### src/design/eba_params.svh
// constants of the backplane alignment and transmit input port
`ifndef EBA_PARAMS_SVH
`define EBA_PARAMS_SVH

`define EBA_LINK_COUNT      4
`define EBA_RX_FRAME_BITS   256
`define EBA_MUX_FRAME_BITS  2048
`define EBA_RX_POS_W        8
`define EBA_MUX_POS_W       11
`define EBA_LANE_SEL_W      2
`define EBA_RX_POS_RESET    8'h00
`define EBA_MUX_POS_RESET   11'h000

`endif

### src/design/eba_pkg.sv
// types shared by the backplane alignment and transmit input port
`include "eba_params.svh"

package eba_pkg;

  typedef enum logic {
    EBA_MODE_SEPARATE,
    EBA_MODE_MUXED
  } eba_mode_e;

  // one bit handed to a link, with its one-cycle strobe
  typedef struct packed {
    logic data;
    logic valid;
  } eba_bit_s;

  typedef logic [`EBA_MUX_POS_W-1:0] eba_pos_t;

endpackage

### src/design/eba_edge_sampler.sv
// two-stage sampler of a link clock and its data, strobing on rising edges
module eba_edge_sampler #(
  parameter int W = 1
) (
  input  wire logic         ref_clk,
  input  wire logic         rst,
  input  wire logic         linkClock,
  input  wire logic [W-1:0] linkData,
  output logic              edgeSeen,
  output logic [W-1:0]      sampledData
);

  typedef struct packed {
    logic         clkMeta;
    logic         clkSync;
    logic         clkPrev;
    logic [W-1:0] dataMeta;
    logic [W-1:0] dataSync;
    logic         edgeSeen;
    logic [W-1:0] data;
  } eba_smp_state_s;

  eba_smp_state_s state_reg;
  eba_smp_state_s state_next;

  if (W < 1) begin : g_bad_width
    $error("eba_edge_sampler: W must be at least 1");
  end

  always_comb begin
    state_next          = state_reg;
    // first stages feed only the second stages
    state_next.clkMeta  = linkClock;
    state_next.clkSync  = state_reg.clkMeta;
    state_next.clkPrev  = state_reg.clkSync;
    state_next.dataMeta = linkData;
    state_next.dataSync = state_reg.dataMeta;
    state_next.edgeSeen = state_reg.clkSync & ~state_reg.clkPrev;
    // data delayed as much as the clock, so it is taken at the link edge
    if (state_reg.clkSync & ~state_reg.clkPrev) begin
      state_next.data = state_reg.dataSync;
    end
  end

  always_ff @(posedge ref_clk) begin
    if (rst) begin
      state_reg <= '0;
    end else begin
      state_reg <= state_next;
    end
  end

  assign edgeSeen    = state_reg.edgeSeen;
  assign sampledData = state_reg.data;

endmodule // eba_edge_sampler

### src/design/eba_align_port.sv
// backplane frame alignment and transmit data input port of four links
`include "eba_params.svh"

// Functional notes
// - in separate mode one common receive frame pulse aligns the receive data of all four links.
// - in multiplexed mode the multiplexed frame pulse aligns all four links so they can be bit-interleaved.
// - in separate single-rail mode each link's data is taken on the rising edge of its own transmit clock.
// - in separate dual-rail mode each link's positive rail is taken on its transmit clock and goes straight to the jitter attenuator.
// - multiplexed transmit data shares the first link's data pin and links two to four are ignored in multiplexed mode.
// - in multiplexed mode one interleaved stream is taken on the multiplexed transmit clock and aligned by its frame pulse.
// - in multiplexed mode the multiplexed frame pulse is taken on the rising edge of the multiplexed receive clock.
module eba_align_port #(
  parameter int LINKS = `EBA_LINK_COUNT
) (
  input  wire logic                      ref_clk,
  input  wire logic                      rst,
  input  wire logic                      multiplexEnableN,
  input  wire logic                      dualRailSelect,
  input  wire logic                      backplaneRxClock,
  input  wire logic                      backplaneRxFramePulse,
  input  wire logic                      muxedRxClock,
  input  wire logic                      muxedRxFramePulse,
  input  wire logic [LINKS-1:0]          txBackplaneClock,
  input  wire logic [LINKS-1:0]          txPcmInput,
  input  wire logic [LINKS-1:0]          txPositiveRailInput,
  input  wire logic                      muxedTxClock,
  input  wire logic                      muxedTxFramePulse,
  output eba_pkg::eba_mode_e             portMode,
  output logic                           rxFrameStart,
  output eba_pkg::eba_pos_t              rxBitPosition,
  output logic                           txFrameStart,
  output eba_pkg::eba_pos_t              txMuxPosition,
  output eba_pkg::eba_bit_s [LINKS-1:0]  txLane,
  output eba_pkg::eba_bit_s [LINKS-1:0]  jitterAttenuatorLane
);

  // ***************************************************************
  // state
  // ***************************************************************
  typedef struct packed {
    logic                          modeMeta;
    logic                          modeSync;
    logic                          rxPulsePrev;
    eba_pkg::eba_mode_e            mode;
    logic                          rxFrameStart;
    eba_pkg::eba_pos_t             rxPos;
    logic                          txFrameStart;
    eba_pkg::eba_pos_t             txPos;
    eba_pkg::eba_bit_s [LINKS-1:0] tx;
    eba_pkg::eba_bit_s [LINKS-1:0] jat;
  } eba_port_state_s;

  eba_port_state_s state_reg;
  eba_port_state_s state_next;

  if (LINKS != `EBA_LINK_COUNT) begin : g_bad_links
    $error("eba_align_port: interleave serves exactly four links");
  end

  // wrap a frame position at the given frame length
  function automatic eba_pkg::eba_pos_t advancePos(
    input eba_pkg::eba_pos_t pos,
    input int unsigned       frameBits
  );
    if (32'(pos) >= frameBits - 1) begin
      advancePos = `EBA_MUX_POS_RESET;
    end else begin
      advancePos = eba_pkg::eba_pos_t'(pos + 11'h001);
    end
  endfunction

  // ***************************************************************
  // link samplers
  // ***************************************************************
  logic             brEdge;
  logic             brPulse;
  logic             mrEdge;
  logic             mrPulse;
  logic             mtEdge;
  logic [1:0]       mtSample;
  logic [LINKS-1:0] btEdge;
  logic [1:0]       btSample [LINKS];

  eba_edge_sampler #(.W(1)) u_br_sampler (
    .ref_clk     (ref_clk),
    .rst         (rst),
    .linkClock   (backplaneRxClock),
    .linkData    (backplaneRxFramePulse),
    .edgeSeen    (brEdge),
    .sampledData (brPulse)
  );

  eba_edge_sampler #(.W(1)) u_mr_sampler (
    .ref_clk     (ref_clk),
    .rst         (rst),
    .linkClock   (muxedRxClock),
    .linkData    (muxedRxFramePulse),
    .edgeSeen    (mrEdge),
    .sampledData (mrPulse)
  );

  // muxed transmit data arrives on the first link's data pin
  eba_edge_sampler #(.W(2)) u_mt_sampler (
    .ref_clk     (ref_clk),
    .rst         (rst),
    .linkClock   (muxedTxClock),
    .linkData    ({muxedTxFramePulse, txPcmInput[0]}),
    .edgeSeen    (mtEdge),
    .sampledData (mtSample)
  );

  genvar gi;
  generate
    for (gi = 0; gi < LINKS; gi++) begin : g_link
      eba_edge_sampler #(.W(2)) u_bt_sampler (
        .ref_clk     (ref_clk),
        .rst         (rst),
        .linkClock   (txBackplaneClock[gi]),
        .linkData    ({txPositiveRailInput[gi], txPcmInput[gi]}),
        .edgeSeen    (btEdge[gi]),
        .sampledData (btSample[gi])
      );
    end
  endgenerate

  // ***************************************************************
  // next state
  // ***************************************************************
  logic [`EBA_LANE_SEL_W-1:0] laneSel;

  always_comb begin
    state_next          = state_reg;
    laneSel             = state_reg.txPos[`EBA_LANE_SEL_W-1:0];
    state_next.modeMeta = multiplexEnableN;
    state_next.modeSync = state_reg.modeMeta;
    state_next.mode     = state_reg.modeSync ? eba_pkg::EBA_MODE_SEPARATE
                                             : eba_pkg::EBA_MODE_MUXED;
    state_next.rxFrameStart = 1'b0;
    state_next.txFrameStart = 1'b0;
    for (int i = 0; i < LINKS; i++) begin
      state_next.tx[i].valid  = 1'b0;
      state_next.jat[i].valid = 1'b0;
    end

    case (state_reg.mode)
      eba_pkg::EBA_MODE_SEPARATE: begin
        // gapped clock only pauses the count, edges alone advance it
        if (brEdge) begin
          state_next.rxPulsePrev = brPulse;
          // pulse may span cycles, so only its leading edge aligns
          if (brPulse && !state_reg.rxPulsePrev) begin
            state_next.rxPos        = `EBA_MUX_POS_RESET;
            state_next.rxFrameStart = 1'b1;
          end else begin
            state_next.rxPos = advancePos(state_reg.rxPos,
                                          `EBA_RX_FRAME_BITS);
            state_next.rxFrameStart =
              (advancePos(state_reg.rxPos, `EBA_RX_FRAME_BITS)
               == `EBA_MUX_POS_RESET);
          end
        end
        for (int i = 0; i < LINKS; i++) begin
          if (btEdge[i]) begin
            if (dualRailSelect) begin
              state_next.jat[i].data  = btSample[i][1];
              state_next.jat[i].valid = 1'b1;
            end else begin
              state_next.tx[i].data  = btSample[i][0];
              state_next.tx[i].valid = 1'b1;
            end
          end
        end
      end
      eba_pkg::EBA_MODE_MUXED: begin
        // none of the four lane samplers is read here
        if (mrEdge) begin
          if (mrPulse) begin
            state_next.rxPos        = `EBA_MUX_POS_RESET;
            state_next.rxFrameStart = 1'b1;
          end else begin
            state_next.rxPos = advancePos(state_reg.rxPos,
                                          `EBA_MUX_FRAME_BITS);
            state_next.rxFrameStart =
              (advancePos(state_reg.rxPos, `EBA_MUX_FRAME_BITS)
               == `EBA_MUX_POS_RESET);
          end
        end
        if (mtEdge) begin
          if (mtSample[1]) begin
            laneSel                 = '0;
            state_next.txPos        = 11'h001;
            state_next.txFrameStart = 1'b1;
          end else begin
            state_next.txPos = advancePos(state_reg.txPos,
                                          `EBA_MUX_FRAME_BITS);
          end
          state_next.tx[laneSel].data  = mtSample[0];
          state_next.tx[laneSel].valid = 1'b1;
        end
      end
      default: begin
        state_next.mode = eba_pkg::EBA_MODE_SEPARATE;
      end
    endcase

    // a change of mode restarts both frame counts
    if (state_next.mode != state_reg.mode) begin
      state_next.rxPos = `EBA_MUX_POS_RESET;
      state_next.txPos = `EBA_MUX_POS_RESET;
    end
  end

  always_ff @(posedge ref_clk) begin
    if (rst) begin
      state_reg          <= '0;
      // mode synchroniser starts at the idle separate level, no blip
      state_reg.modeMeta <= 1'b1;
      state_reg.modeSync <= 1'b1;
      state_reg.mode     <= eba_pkg::EBA_MODE_SEPARATE;
    end else begin
      state_reg <= state_next;
    end
  end

  // ***************************************************************
  // outputs
  // ***************************************************************
  assign portMode             = state_reg.mode;
  assign rxFrameStart         = state_reg.rxFrameStart;
  assign rxBitPosition        = state_reg.rxPos;
  assign txFrameStart         = state_reg.txFrameStart;
  assign txMuxPosition        = state_reg.txPos;
  assign txLane               = state_reg.tx;
  assign jitterAttenuatorLane = state_reg.jat;

endmodule // eba_align_port

### config.mk
export PLATFORM = sky130hd
export DESIGN_NAME = eba_align_port
export DESIGN_NICKNAME = d
export VERILOG_FILES = /design/src/design/eba_pkg.sv /design/src/design/eba_edge_sampler.sv /design/src/design/eba_align_port.sv
export VERILOG_INCLUDE_DIRS = /design/src /design/src/design
export SDC_FILE = /design/constraint.sdc
export NUM_CORES = 1
export LEC_CHECK = 0
export BUFFER_PORTS_ARGS = -buffer_cell sky130_fd_sc_hd__buf_4
export CORE_MARGIN = 2
export CORE_UTILIZATION = 60
export DETAILED_ROUTE_END_ITERATION = 8
export PLACE_DENSITY = 0.82
export SETUP_SLACK_MARGIN = 0.05
export SLEW_MARGIN = 20
export SYNTH_ARGS = -nofsm -noshare
export SYNTH_HDL_FRONTEND = slang
export SYNTH_SLANG_ARGS = --single-unit
### constraint.sdc
create_clock -name ref_clk -period 5.18 [get_ports ref_clk]
set_input_delay 0.777 -clock ref_clk [delete_from_list [all_inputs] [get_ports ref_clk]]
set_output_delay 0.777 -clock ref_clk [all_outputs]
set_load 0.1 [all_outputs]
==> results by group, run 1 <==
Status
  • Run status: completed

Worst setup path
  • List of cells traversed by the critical path: ha_1 > a21oi_1 > nor4_4 > o22ai_2 > or3b_1 > a31oi_1
  • Number of buffers and inverters on the critical path: 0
  • Critical path launch point type: flop
  • Setup Crit Path Kind: reg2reg
  • Cell type group with the largest total delay on the critical path: compound AO/OA/AOI/OAI gates
  • Largest fanout on the critical path: 12
  • Capture instance of the worst register-to-register path: rxBitPosition[5]
  • CP arrival: 2.51 ns
  • Startpoint of the lowest-slack register-to-register path: rxBitPosition[0]
  • Critical Path End Type: flop
  • Minimum setup slack among reg-to-reg paths: 2.95 ns
  • Critical-path top delay cell: o22ai_2
  • Critical path's largest stage delay: 0.44 ns
  • Required arrival time at the worst endpoint: 5.47 ns
  • Count of cells along the worst register-to-register path: 6

Floorplan
  • X dimension of the die: 87.5 um
  • Overall die height: 87.5 um
  • Die area: 7650 um2
  • Placeable core region: 6760 um2
  • Placement row count: 30
  • Num ports: 63
  • Effective utilization at floorplan: 61.9%

Timing
  • Count of final hold-check violations: 0
  • Final Max Tran Viols: 0
  • Setup_tns: 0 ns
  • Unrepaired setup endpoints after global routing: no
  • Period Utilization, post-route: 43.0%
  • Transition time of the tightest slew-check pin: 0.730 ns
  • Number of failing setup endpoints in the final timing report: 0
  • Maximum achievable frequency: 449 MHz
  • Post-route minimum period: 2.23 ns
  • Tightest slew margin relative to the limit: 51.3%
  • Post-Route Skew: 0.00608 ns

CTS
  • Number of setup buffers added after CTS: 0
  • CTS Buf Count: 9
  • Post-CTS resize count: 0
  • Cell chosen for the clock root: clkbuf_8
  • TritonCTS Sinks: 106
  • Post-CTS Hold Buffers: 0
  • # H-tree levels: 3
  • Register clock-pin slew on the reported worst setup and hold paths: 0.10 ns
  • Clock insertion delay at the later pin of the skew report: 0.36 ns
  • Max clock buf depth: 2
  • CTS tree: built

Routing
  • # DRC: 0
  • Average wire per cell in the routed design: 12.5 um
  • Iteration count of the initial detailed-routing pass: 4
  • Drt initial violations: 135
  • Vias post-DR: 2,957
  • Detail Route Antenna Nets: 0
  • Via-per-instance ratio: 5.38
  • Total detailed-routing wirelength: 6890 um

Power and ir drop
  • Power density of the placed cells: 308 nW/um2
  • Static power due to leakage: 0.00182 uW
  • Worst voltage drop across the vdd grid: 0.000239 V

Hold path
  • Worst Hold Path EP: u_br_sampler.edgeSeen
  • Type of the tightest min-delay check: reg2reg
  • Number of instances on the worst hold path: 1
  • Startpoint of the tightest hold check path: u_br_sampler.state_reg[4]

Logic synthesis
  • Avg Synthesized Cell Area: 9.35 um2
  • Number of unique standard cell types used by synthesis: 50
  • Register bit count reported by yosys: 106
  • Number of nets in the synthesized netlist: 471
  • Instance count of the mapped netlist: 447
  • Number of warnings printed during yosys synthesis: 0
  • Sequential-to-total area share from yosys stat: 50.8%
  • Cell area after synthesis: 4180 um2

Global routing
  • Grt total ovfl: 0
  • Met3 track utilization from global routing: 6.64%
  • Largest net degree at the start of global routing: 79
  • Global router's overall resource usage: 19.7%
  • Initial antenna violation count: 0
  • Met2 usage in global routing: 31.4%
  • Met1 layer usage reported by global route: 25.1%
  • Global-route wire length before repair: 11,800 um
  • Via count of the first global-routing pass: 2,612
  • Global-route layer with the greatest usage: met2

Place
  • Input/output buffers: 62
  • Half-perimeter wire length after placement: 4800 um
  • Weighted congestion reported at the end of routability-driven placement: 0.847
  • Placed cells: 534

Final layout
  • Finished Layout Cells: 550
  • Fin nets: 489
  • Count of inserted antenna diode cells: 0
  • Fraction of final layout cells sized beyond drive strength 1: 18.7%
  • Filler Cell Count: 545
  • Area growth from synthesis to layout: 9.82%
  • Number of flip-flops in the largest register: 15

Flow run
  • MaxCap Viol Count: 0
==> power by group <==
part / internal [uW] / total (uW) / leakage [uW] / switching [uW]
sequential: 833 / 841 / 0.000864 / 7.81
clock: 242 / 513 / 0.000105 / 271
combinational: 26.7 / 61.2 / 0.000847 / 34.5
==> cells in the mapped netlist, drive strengths merged <==
master | number | area share, %
o21ai | 7 | 0.84
a22oi | 6 | 1.1
nand2b | 5 | 0.75
or3b | 1 | 0.21
buf | 44 | 7.8
and2 | 4 | 0.60
and4 | 1 | 0.21
o221a | 1 | 0.27
inv | 3 | 0.27
xnor2 | 4 | 0.84
ha | 2 | 0.60
o221ai | 1 | 0.21
a211o | 1 | 0.21
nand3b | 1 | 0.18
nor4 | 3 | 0.81
o21bai | 2 | 0.36
a2111oi | 1 | 0.21
dfxtp | 106 | 51
o21a | 2 | 0.36
and4b | 1 | 0.24
and3 | 2 | 0.30
nor3 | 6 | 0.72
a41oi | 1 | 0.21
a21oi | 19 | 2.3
nor2b | 63 | 9.4
o22ai | 2 | 0.45
clkbuf | 11 | 0.99
o211a | 1 | 0.24
mux2i | 13 | 3.1
xor2 | 4 | 0.84
nand4 | 5 | 0.90
o32ai | 1 | 0.21
nor4b | 3 | 0.63
nor3b | 3 | 0.54
nand3 | 24 | 2.9
a211oi | 1 | 0.18
or2 | 5 | 0.81
or3 | 3 | 0.45
nand2 | 38 | 3.5
nor2 | 39 | 3.5
a31oi | 7 | 1.0
==> worst max-delay path by stage <==
stage	start	endpoint	slack (ns)	cells past startpoint
global placement	rst	rxBitPosition[9]	3.03	3
floorplan	portMode	rxBitPosition[5]	2.95	6
finish	rxBitPosition[0]	rxBitPosition[5]	2.95	6
global route	rxBitPosition[0]	rxBitPosition[5]	2.76	6
CTS	rxBitPosition[0]	rxBitPosition[5]	2.97	6
detailed placement	rst	rxBitPosition[9]	2.97	3
==> metrics by stage <==
| stage | utilization (%) | setup slack (ns) | total power, uW | area, um2 | hold WS, ns |
|---|---|---|---|---|---|
| floorplan | - | 2.95 | 903 | 4180 | 0.389 |
| global placement | 64.8 | 3.03 | 920 | 4380 | 0.398 |
| detailed placement | 64.8 | 2.97 | 922 | 4380 | 0.403 |
| CTS | 67.9 | 2.97 | 1430 | 4590 | 0.416 |
| global route | 67.9 | 2.76 | 1480 | 4590 | 0.436 |
| finish | 67.9 | 2.95 | 1420 | 4590 | 0.416 |
==> area by class of cell <==
class / count / area, um2 / share of cell area, %
well taps: 80 / 100 / 2.18
clock buffers: 10 / 138 / 3.00
flip-flops and latches: 106 / 2120 / 46.2
repair buffers: 62 / 465 / 10.1
clock inverters: 6 / 71.3 / 1.55
inverters: 3 / 11.3 / 0.245
multi-input cells: 283 / 1680 / 36.6
==> cell usage in the layout (no fill, tap or decap), types with 10 or more instances in the layout <==
| cell type | synthesis | final |
|---|---|---|
| dfxtp_1 | 106 | 106 |
| nor2b_1 | 63 | 63 |
| buf_4 | 38 | 62 |
| nor2_1 | 39 | 39 |
| nand2_1 | 37 | 37 |
| nand3_1 | 24 | 24 |
| a21oi_1 | 19 | 18 |
| mux2i_1 | 13 | 13 |
| clkbuf_8 | 0 | 10 |
==> per-layer routing <==
| layer | share of wire (%) | wire, um |
|---|---|---|
| met5 | 0 | 0 |
| met3 | 5.9 | 409 |
| met4 | 1.3 | 90 |
| met2 | 48 | 3280 |
| met1 | 45 | 3110 |
==> logic make-up (layout without fill, tap and decap cells) <==
logic type | count (synthesis) | after routing | synth area share [%]
and+or+nand+nor | 207 | 207 | 26.6
DFF | 106 | 106 | 50.8
buffers and inverters | 58 | 81 | 9.07
AOI/OAI and AO/OA | 53 | 53 | 8.14
muxes | 13 | 13 | 3.11
xor gates and xnor gates | 8 | 8 | 1.68
adders and majority gates | 2 | 2 | 0.599
(Power assumes the default switching activity.)
==> run 2: changes to the inputs <==
--- a/config.mk
+++ b/config.mk
@@ -6,11 +6,12 @@
 export SDC_FILE = /design/constraint.sdc
 export NUM_CORES = 1
 export LEC_CHECK = 0
+export ABC_AREA = 1
 export BUFFER_PORTS_ARGS = -buffer_cell sky130_fd_sc_hd__buf_4
 export CORE_MARGIN = 2
-export CORE_UTILIZATION = 60
+export CORE_UTILIZATION = 56
 export DETAILED_ROUTE_END_ITERATION = 8
-export PLACE_DENSITY = 0.82
+export PLACE_DENSITY = 0.77
 export SETUP_SLACK_MARGIN = 0.05
 export SLEW_MARGIN = 20
 export SYNTH_ARGS = -nofsm -noshare
==> constraint.sdc (replaced) <==
create_clock -name ref_clk -period 2.24 [get_ports ref_clk]
set_input_delay 0.336 -clock ref_clk [delete_from_list [all_inputs] [get_ports ref_clk]]
set_output_delay 0.336 -clock ref_clk [all_outputs]
set_load 0.1 [all_outputs]
==> run 2 against run 1 <==
Effect of this change:
- sequential share of layout area shrank 2.1 points
- via count grew 15%
- clock power grew 110%
- hold slack lost 0.26 ns
- worst setup slack lost 2.5 ns
- combinational power grew to 2.9 times the previous value
- critical path depth grew 7
==> results by group, run 2 <==
Timing
  • Unrepaired setup endpoints after global routing: no (unchanged)
  • Maximum achievable frequency: 553 MHz (was 449 MHz)
  • Final worst hold slack: 0.155 ns (was 0.416 ns)
  • Post-route minimum period: 1.81 ns (was 2.23 ns)
  • Final Max Tran Viols: 0 (unchanged)
  • Tightest slew margin relative to the limit: 50.4% (was 51.3%)
  • Setup slack of the critical path after layout: 0.433 ns (was 2.95 ns)
  • Setup_tns: 0 ns (unchanged)
  • Count of final hold-check violations: 0 (unchanged)
  • Post-Route Skew: 0.0141 ns (was 0.00608 ns)
  • Number of failing setup endpoints in the final timing report: 0 (unchanged)
  • Period Utilization, post-route: 80.7% (was 43.0%)
  • Transition time of the tightest slew-check pin: 0.742 ns (was 0.730 ns)

Logic synthesis
  • Most area-hungry cell type in the Yosys netlist: dfxtp_1 (unchanged)
  • Number of warnings printed during yosys synthesis: 0 (unchanged)
  • Register bit count reported by yosys: 106 (unchanged)
  • Number of unique standard cell types used by synthesis: 36 (was 50)
  • Avg Synthesized Cell Area: 7.58 um2 (was 9.35 um2)
  • Sequential-to-total area share from yosys stat: 48.8% (was 50.8%)
  • Top area cells in the synthesized netlist: dfxtp_1 49%, nor2_1 9.4%, inv_1 7.6%, nand2_1 6.7%, buf_4 6.6% (was dfxtp_1 51%, nor2b_1 9.4%, buf_4 6.8%, nor2_1 3.5%, nand2_1 3.3%)
  • Simple-gate share of the synthesized area: 26.0% (was 26.6%)
  • Main flop type after synthesis: dfxtp_1 (unchanged)
  • Multiplexer share of the synthesized area: 0% (was 3.11%)
  • Cell area after synthesis: 4350 um2 (was 4180 um2)
  • Combinational family with the most area after synthesis: simple AND/OR/NAND/NOR gates (unchanged)
  • Adder-cell area share of the yosys netlist: 0.576% (was 0.599%)
  • Commonest cells in the synthesized netlist: 109 x nor2_1, 106 x dfxtp_1, 88 x inv_1, 77 x nand2_1, 38 x buf_4 (was 106 x dfxtp_1, 63 x nor2b_1, 39 x nor2_1, 38 x buf_4, 37 x nand2_1)
  • Number of nets in the synthesized netlist: 597 (was 471)
  • Count of flip-flops with a built-in enable after synthesis: 0 (unchanged)
  • Cell with the most instances after synthesis: nor2_1 (was dfxtp_1)
  • Portion of synthesized cell area occupied by the leading cell type: 48.8% (was 50.8%)
  • Share of the synthesized netlist area taken by xor and xnor gates: 0.403% (was 1.68%)
  • Complex-gate fraction of the synthesized area: 8.84% (was 8.14%)
  • Instance count of the mapped netlist: 573 (was 447)
  • Share of synthesized flip-flops with an asynchronous set or reset: 0% (unchanged)

CTS
  • Register clock-pin slew on the reported worst setup and hold paths: 0.10 ns (about the same)
  • CTS Buf Count: 9 (unchanged)
  • TritonCTS Sinks: 106 (unchanged)
  • Post-CTS Hold Buffers: 0 (unchanged)
  • Max clock buf depth: 2 (unchanged)
  • CTS tree: built (unchanged)
  • Number of setup buffers added after CTS: 0 (unchanged)
  • Cell chosen for the clock root: clkbuf_8 (unchanged)
  • Post-CTS resize count: 0 (unchanged)
  • Clock insertion delay at the later pin of the skew report: 0.36 ns (about the same)
  • # H-tree levels: 3 (unchanged)

Routing
  • Drt initial violations: 143 (was 135)
  • Average wire per cell in the routed design: 11.5 um (was 12.5 um)
  • Total detailed-routing wirelength: 8130 um (was 6890 um)
  • Iteration count of the initial detailed-routing pass: 4 (unchanged)
  • Detail Route Antenna Nets: 0 (unchanged)
  • # DRC: 0 (unchanged)
  • Vias post-DR: 3,393 (was 2,957)
  • Via-per-instance ratio: 4.80 (was 5.38)

Global routing
  • Initial antenna violation count: 0 (unchanged)
  • Via count of the first global-routing pass: 3,033 (was 2,612)
  • Largest net degree at the start of global routing: 42 (was 79)
  • Global-route wire length before repair: 13,500 um (was 11,800 um)
  • Grt total ovfl: 0 (unchanged)
  • Global router's overall resource usage: 20.0% (was 19.7%)

Worst setup path
  • Startpoint of the lowest-slack register-to-register path: rxBitPosition[0] (unchanged)
  • Count of cell instances traversed by the critical path: 13 (was 6)
  • Setup Crit Path Kind: reg2reg (unchanged)
  • Crit path capture: rxFrameStart (was rxBitPosition[5])
  • Required arrival time at the worst endpoint: 2.54 ns (was 5.47 ns)
  • Critical Path End Type: flop (unchanged)
  • Minimum setup slack among reg-to-reg paths: 0.43 ns (was 2.95 ns)
  • Critical path's largest stage delay: 0.43 ns (was 0.44 ns)
  • Count of cells along the worst register-to-register path: 13 (was 6)
  • CP arrival: 2.10 ns (was 2.51 ns)
  • Cell seen most often among critical-path stages: nand2_1
  • List of cells traversed by the critical path: ha_1 > nand2_2 > nor2_4 > nand3_4 > nand2_4 > inv_4 > nand2_1 > nand2_1 > nor2_2 > nand3_1 > nand2_1 > nand2_1 > a21oi_2 (was ha_1 > a21oi_1 > nor4_4 > o22ai_2 > or3b_1 > a31oi_1)
  • Number of buffers and inverters on the critical path: 1 (was 0)
  • Start point of the critical path: rxBitPosition[0] (unchanged)
  • Critical-path top delay cell: dfxtp_1 (was o22ai_2)
  • Cell type group with the largest total delay on the critical path: simple AND/OR/NAND/NOR gates (was compound AO/OA/AOI/OAI gates)
  • Capture instance of the worst register-to-register path: rxFrameStart (was rxBitPosition[5])
  • Largest fanout on the critical path: 7 (was 12)
  • Critical path launch point type: flop (unchanged)

Power and ir drop
  • Static power due to leakage: 0.00211 uW (was 0.00182 uW)
  • Worst voltage drop across the vdd grid: 0.000500 V (was 0.000239 V)
  • Total Power Consumption: 3190 uW (was 1420 uW)
  • Power density of the placed cells: 664 nW/um2 (was 308 nW/um2)

Final layout
  • Fin nets: 624 (was 489)
  • Count of inserted antenna diode cells: 0 (unchanged)
  • Number of flip-flops in the largest register: 15 (unchanged)
  • Final design instance area without fill: 4810 um2 (was 4590 um2)
  • Leading cell type in the layout, fill and taps excluded: nor2_1 (was dfxtp_1)
  • Area growth from synthesis to layout: 10.6% (was 9.82%)
  • Fraction of final layout cells sized beyond drive strength 1: 17.0% (was 18.7%)
  • Most used cells in the layout excluding fill and tap cells: 109 x nor2_1, 106 x dfxtp_1, 88 x inv_1 (was 106 x dfxtp_1, 63 x nor2b_1, 62 x buf_4)

Floorplan
  • Num ports: 63 (unchanged)
  • Overall die height: 92.1 um (was 87.5 um)
  • Die area: 8480 um2 (was 7650 um2)
  • Placement row count: 32 (was 30)
  • X dimension of the die: 92.1 um (was 87.5 um)
  • Effective utilization at floorplan: 57.1% (was 61.9%)
  • Placeable core region: 7610 um2 (was 6760 um2)

Status
  • Run status: completed (unchanged)

Hold path
  • Type of the tightest min-delay check: in2reg (was reg2reg)

Place
  • Weighted congestion reported at the end of routability-driven placement: 0.857 (was 0.847)
  • Worst setup slack before clock tree synthesis: 0.462 ns (was 2.97 ns)
  • DP Area: 4630 um2 (was 4380 um2)
  • Half-perimeter wire length after placement: 5950 um (was 4800 um)
  • Input/output buffers: 62 (unchanged)

Flow run
  • MaxCap Viol Count: 0 (unchanged)
## run 2: changes by cell type after synthesis, sizes merged, moves of 5 or more
cell / previous run / this run
o21ai: 7 / 19
buf: 44 / 39
nor3: 6 / 17
a21oi: 19 / 36
nor2: 39 / 117
nand2: 38 / 81
a22oi: 6 / 0
inv: 3 / 90
mux2i: 13 / 0
nand3: 24 / 31
nand2b: 5 / 0
nor2b: 63 / 0
## run 2: power by group
part	leakage, uW	internal [uW]	switching [uW]
clock network	0.0000837	415	645
registers	0.000865	1940	19.6
logic	0.00116	62.1	113
total	0.00211	2410	777
## run 2: logic make-up (layout without fill, tap and decap cells)
kind of cell	count (synthesis)	in the layout
buffers and inverters	139	171
XOR/XNOR	2	2
AND/OR/NAND/NOR	254	254
AO/OA/AOI/OAI	70	70
flip-flops	106	106
adder cells (fa/ha/maj)	2	2
## run 2: metrics by stage
stage          util, %  instances
2_1_floorplan        -        573
3_3_place_gp      60.9        691
3_5_place_dp      60.9        691
4_1_cts           63.2        707
5_1_grt           63.2        707
6_report          63.2        707
## run 2: metal layers
metal | part of all wire, % | vias to the layer above | GRT usage, %
li1 | - | 1806 | -
met3 | 3.6 | 11 | 4.44
met5 | 0 | - | 0
met1 | 46 | 1523 | 24.7
met4 | 1.8 | 0 | 8.58
met2 | 49 | 53 | 33.6
## run 2: worst reg2reg max path: cells and delay by family, from the launching register on
family,cells,cell delay [ns]
adder cells (fa/ha/maj),1,0.26
flip-flops,1,0.43
AO/OA/AOI/OAI,1,0.10
AND/OR/NAND/NOR,10,0.88
buffers and inverters,1,0.06
## run 2: final cells by class
| type | instances | area (um2) |
|---|---|---|
| timing repair buffer | 65 | 488 |
| clock inverter | 6 | 46.3 |
| clock buffer | 10 | 128 |
| multi-input combinational | 328 | 1560 |
| tap | 102 | 128 |
| fill | 701 | 2800 |
| sequential | 106 | 2120 |
| inverter | 90 | 340 |
## run 2: how the worst min path moves through the flow
stage	startpoint	to	slack (ns)	cells after the start
detailed placement	u_br_sampler.state_next[2]	u_br_sampler.state_reg[2]	0.39	2
finish	multiplexEnableN	state_next[42]	0.15	2
global route	multiplexEnableN	state_next[42]	0.13	2
global placement	u_mt_sampler.state_next[8]	u_mt_sampler.state_next[7]	0.39	2
CTS	multiplexEnableN	state_next[42]	0.14	2
floorplan	g_link[0].u_bt_sampler.state_next[8]	g_link[0].u_bt_sampler.state_next[7]	0.39	2
==> run 3: changes to the inputs <==
==> constraint.sdc (replaced) <==
create_clock -name ref_clk -period 1.82 [get_ports ref_clk]
set_input_delay 0.273 -clock ref_clk [delete_from_list [all_inputs] [get_ports ref_clk]]
set_output_delay 0.273 -clock ref_clk [all_outputs]
set_load 0.1 [all_outputs]
==> run 3 against run 2 <==
Effect of this change:
- hold slack worse by 0.064 ns
- global-route usage down 0.23 points
- critical path type unchanged
- first-iteration DRC count down 2.8%
- count of clock-buffer cells in the layout down 1
- core utilization up 1.3 points
- clock power up 36%
- non-clock buffer count up 6
- via count about the same
- power up 27%
==> results by group, run 3 (synthesis results as in run 2) <==
Floorplan
  • Effective utilization at floorplan: 57.1% (unchanged)
  • Num ports: 63 (unchanged)
  • Die area: 8480 um2 (unchanged)
  • Placement row count: 32 (unchanged)
  • X dimension of the die: 92.1 um (unchanged)
  • Placeable core region: 7610 um2 (unchanged)
  • Overall die height: 92.1 um (unchanged)

Power and ir drop
  • Power density of the placed cells: 829 nW/um2 (was 664 nW/um2)
  • Static power due to leakage: 0.00216 uW (was 0.00211 uW)
  • Clk pwr share: 35.5% (was 33.2%)
  • Switching Power: 1050 uW (was 777 uW)
  • Switching part of the total: 25.9% (was 24.4%)
  • Portion of total power attributed to sequential cells: 59.2% (was 61.3%)
  • P_int: 3010 uW (was 2410 uW)
  • Share of total power in combinational logic: 5.3% (was 5.5%)
  • Worst voltage drop across the vdd grid: 0.000657 V (was 0.000500 V)

Final layout
  • Count of inserted antenna diode cells: 0 (unchanged)
  • Area growth from synthesis to layout: 12.8% (was 10.6%)
  • Leading cell type in the layout, fill and taps excluded: nor2_1 (unchanged)
  • Most used cells in the layout excluding fill and tap cells: 109 x nor2_1, 100 x dfxtp_1, 88 x inv_1 (was 109 x nor2_1, 106 x dfxtp_1, 88 x inv_1)
  • Fin nets: 630 (was 624)
  • Fin util: 64.5% (was 63.2%)
  • Number of flip-flops in the largest register: 15 (unchanged)
  • Fraction of final layout cells sized beyond drive strength 1: 19.1% (was 17.0%)

Place
  • Weighted congestion reported at the end of routability-driven placement: 0.921 (was 0.857)
  • Half-perimeter wire length after placement: 5860 um (was 5950 um)
  • Input/output buffers: 62 (unchanged)
  • Worst setup slack before clock tree synthesis: 0.125 ns (was 0.462 ns)

Timing
  • Tightest slew margin relative to the limit: 67.3% (was 50.4%)
  • Post-route minimum period: 1.66 ns (was 1.81 ns)
  • Transition time of the tightest slew-check pin: 0.488 ns (was 0.742 ns)
  • Final Max Tran Viols: 0 (unchanged)
  • Setup_tns: 0 ns (unchanged)
  • Setup slack of the critical path after layout: 0.161 ns (was 0.433 ns)
  • Maximum achievable frequency: 603 MHz (was 553 MHz)
  • Unrepaired setup endpoints after global routing: yes (was no)
  • Post-Route Skew: 0.0125 ns (was 0.0141 ns)
  • Period Utilization, post-route: 91.2% (was 80.7%)
  • Number of failing setup endpoints in the final timing report: 0 (unchanged)
  • Count of final hold-check violations: 0 (unchanged)

CTS
  • TritonCTS Sinks: 106 (unchanged)
  • CTS Buf Count: 9 (unchanged)
  • Register clock-pin slew on the reported worst setup and hold paths: 0.12 ns (was 0.10 ns)
  • CTS tree: built (unchanged)
  • Clock insertion delay at the later pin of the skew report: 0.37 ns (was 0.36 ns)
  • # H-tree levels: 3 (unchanged)
  • Post-CTS Hold Buffers: 0 (unchanged)
  • Cell chosen for the clock root: clkbuf_8 (unchanged)
  • Max clock buf depth: 2 (unchanged)

Worst setup path
  • CP arrival: 1.96 ns (was 2.10 ns)
  • Critical path's largest stage delay: 0.39 ns (was 0.43 ns)
  • Critical-path top delay cell: dfxtp_1 (unchanged)
  • Critical Path End Type: flop (unchanged)
  • List of cells traversed by the critical path: ha_4 > nand2_2 > nor2_4 > nand3_4 > nand2_4 > inv_4 > nand2_1 > nand2_1 > nor2_2 > nand3_1 > nand2_1 > nand2_1 > a21oi_2 (was ha_1 > nand2_2 > nor2_4 > nand3_4 > nand2_4 > inv_4 > nand2_1 > nand2_1 > nor2_2 > nand3_1 > nand2_1 > nand2_1 > a21oi_2)
  • Critical path launch point type: flop (unchanged)
  • Setup Crit Path Kind: reg2reg (unchanged)
  • Largest fanout on the critical path: 7 (unchanged)
  • Number of buffers and inverters on the critical path: 1 (unchanged)
  • Cell seen most often among critical-path stages: nand2_1 (unchanged)
  • Required arrival time at the worst endpoint: 2.12 ns (was 2.54 ns)
  • Cell type group with the largest total delay on the critical path: simple AND/OR/NAND/NOR gates (unchanged)
  • Minimum setup slack among reg-to-reg paths: 0.16 ns (was 0.43 ns)

Routing
  • Via-per-instance ratio: 4.76 (was 4.80)
  • Top layer reached by signal wires: met4 (unchanged)
  • Average wire per cell in the routed design: 11.2 um (was 11.5 um)
  • Vias post-DR: 3,394 (was 3,393)
  • Detail Route Antenna Nets: 0 (unchanged)
  • # DRC: 0 (unchanged)
  • Drt initial violations: 139 (was 143)
  • Total detailed-routing wirelength: 8000 um (was 8130 um)
  • Iteration count of the initial detailed-routing pass: 5 (was 4)
  • Met2 layer wire length in the routed design: 3770 um (was 3960 um)
  • Metal3 WL: 386 um (was 292 um)
  • M1 WL: 3730 um (was 3740 um)

Global routing
  • Via count of the first global-routing pass: 3,054 (was 3,033)
  • Global-route wire length before repair: 13,500 um (about the same)
  • Largest net degree at the start of global routing: 29 (was 42)
  • Grt total ovfl: 0 (unchanged)
  • Global router's overall resource usage: 19.7% (was 20.0%)
  • Initial antenna violation count: 0 (unchanged)

Hold path
  • Type of the tightest min-delay check: in2reg (unchanged)

Status
  • Run status: completed (unchanged)

Flow run
  • MaxCap Viol Count: 0 (unchanged)
[run 3: changes by cell type in the layout (fill, tap and decap cells not counted), sizes merged]
cell | previous run | this run
clkbuf | 10 | 9
inv | 93 | 94
clkinv | 1 | 3
buf | 65 | 71
clkinvlp | 2 | 0
[run 3: through the flow]
stage | instance area [um2] | instances | hold WS, ns | power, uW
final | 4900 | 713 | 0.0912 | 4060
after detailed placement | 4680 | 697 | 0.393 | 2680
after floorplan | 4350 | 573 | 0.377 | 2600
after CTS | 4880 | 713 | 0.0764 | 4100
after global routing | 4900 | 713 | 0.0815 | 4250
after global placement | 4680 | 697 | 0.390 | 2670
[run 3: what timing repair did]
| item | 4_1_cts | 5_1_grt |
|---|---|---|
| endpoints found under the setup margin | 0 | 3 |
| setup buffers | 0 | 0 |
| resized for setup | 0 | 7 |
[run 3: path summary, 6_finish.rpt]
path	endpoint	cells after the start	from
max	rxFrameStart	13	rxBitPosition[1]
min	g_link[3].u_bt_sampler.state_next[8]	3	txBackplaneClock[3]
max reg2reg	rxFrameStart	13	rxBitPosition[1]
min reg2reg	g_link[0].u_bt_sampler.state_next[7]	2	g_link[0].u_bt_sampler.state_next[8]
[run 3: power groups by stage]
stage	clock (uW)	sequential [uW]	combinational [uW]
6_report	1440	2410	216
3_3_place_gp	0	2460	212
3_5_place_dp	0	2460	217
2_1_floorplan	0	2460	145
5_1_grt	1590	2420	245
4_1_cts	1470	2410	218
[run 3: final cells by class]
cell class                      instances  area (um2)
Inverter                               90         340
Timing Repair Buffer                   71         533
Fill cell                             686        2700
Tap cell                              102         128
Multi-Input combinational cell        328        1570
Clock inverter                          7        78.8
Clock buffer                            9         124
Sequential cell                       106        2130
[run 3: routing by layer]
layer / up-vias / GRT usage (%)
li1: 1803 / -
met1: 1495 / 26.1
met2: 86 / 32.3
met3: 10 / 3.12
met4: 0 / 8.08
met5: - / 0
[run 3: tightest hold or removal path, cell delays in order]
cell,delay (ns)
buf_4,0.08
inv_1,0.03
nor2_1,0.06
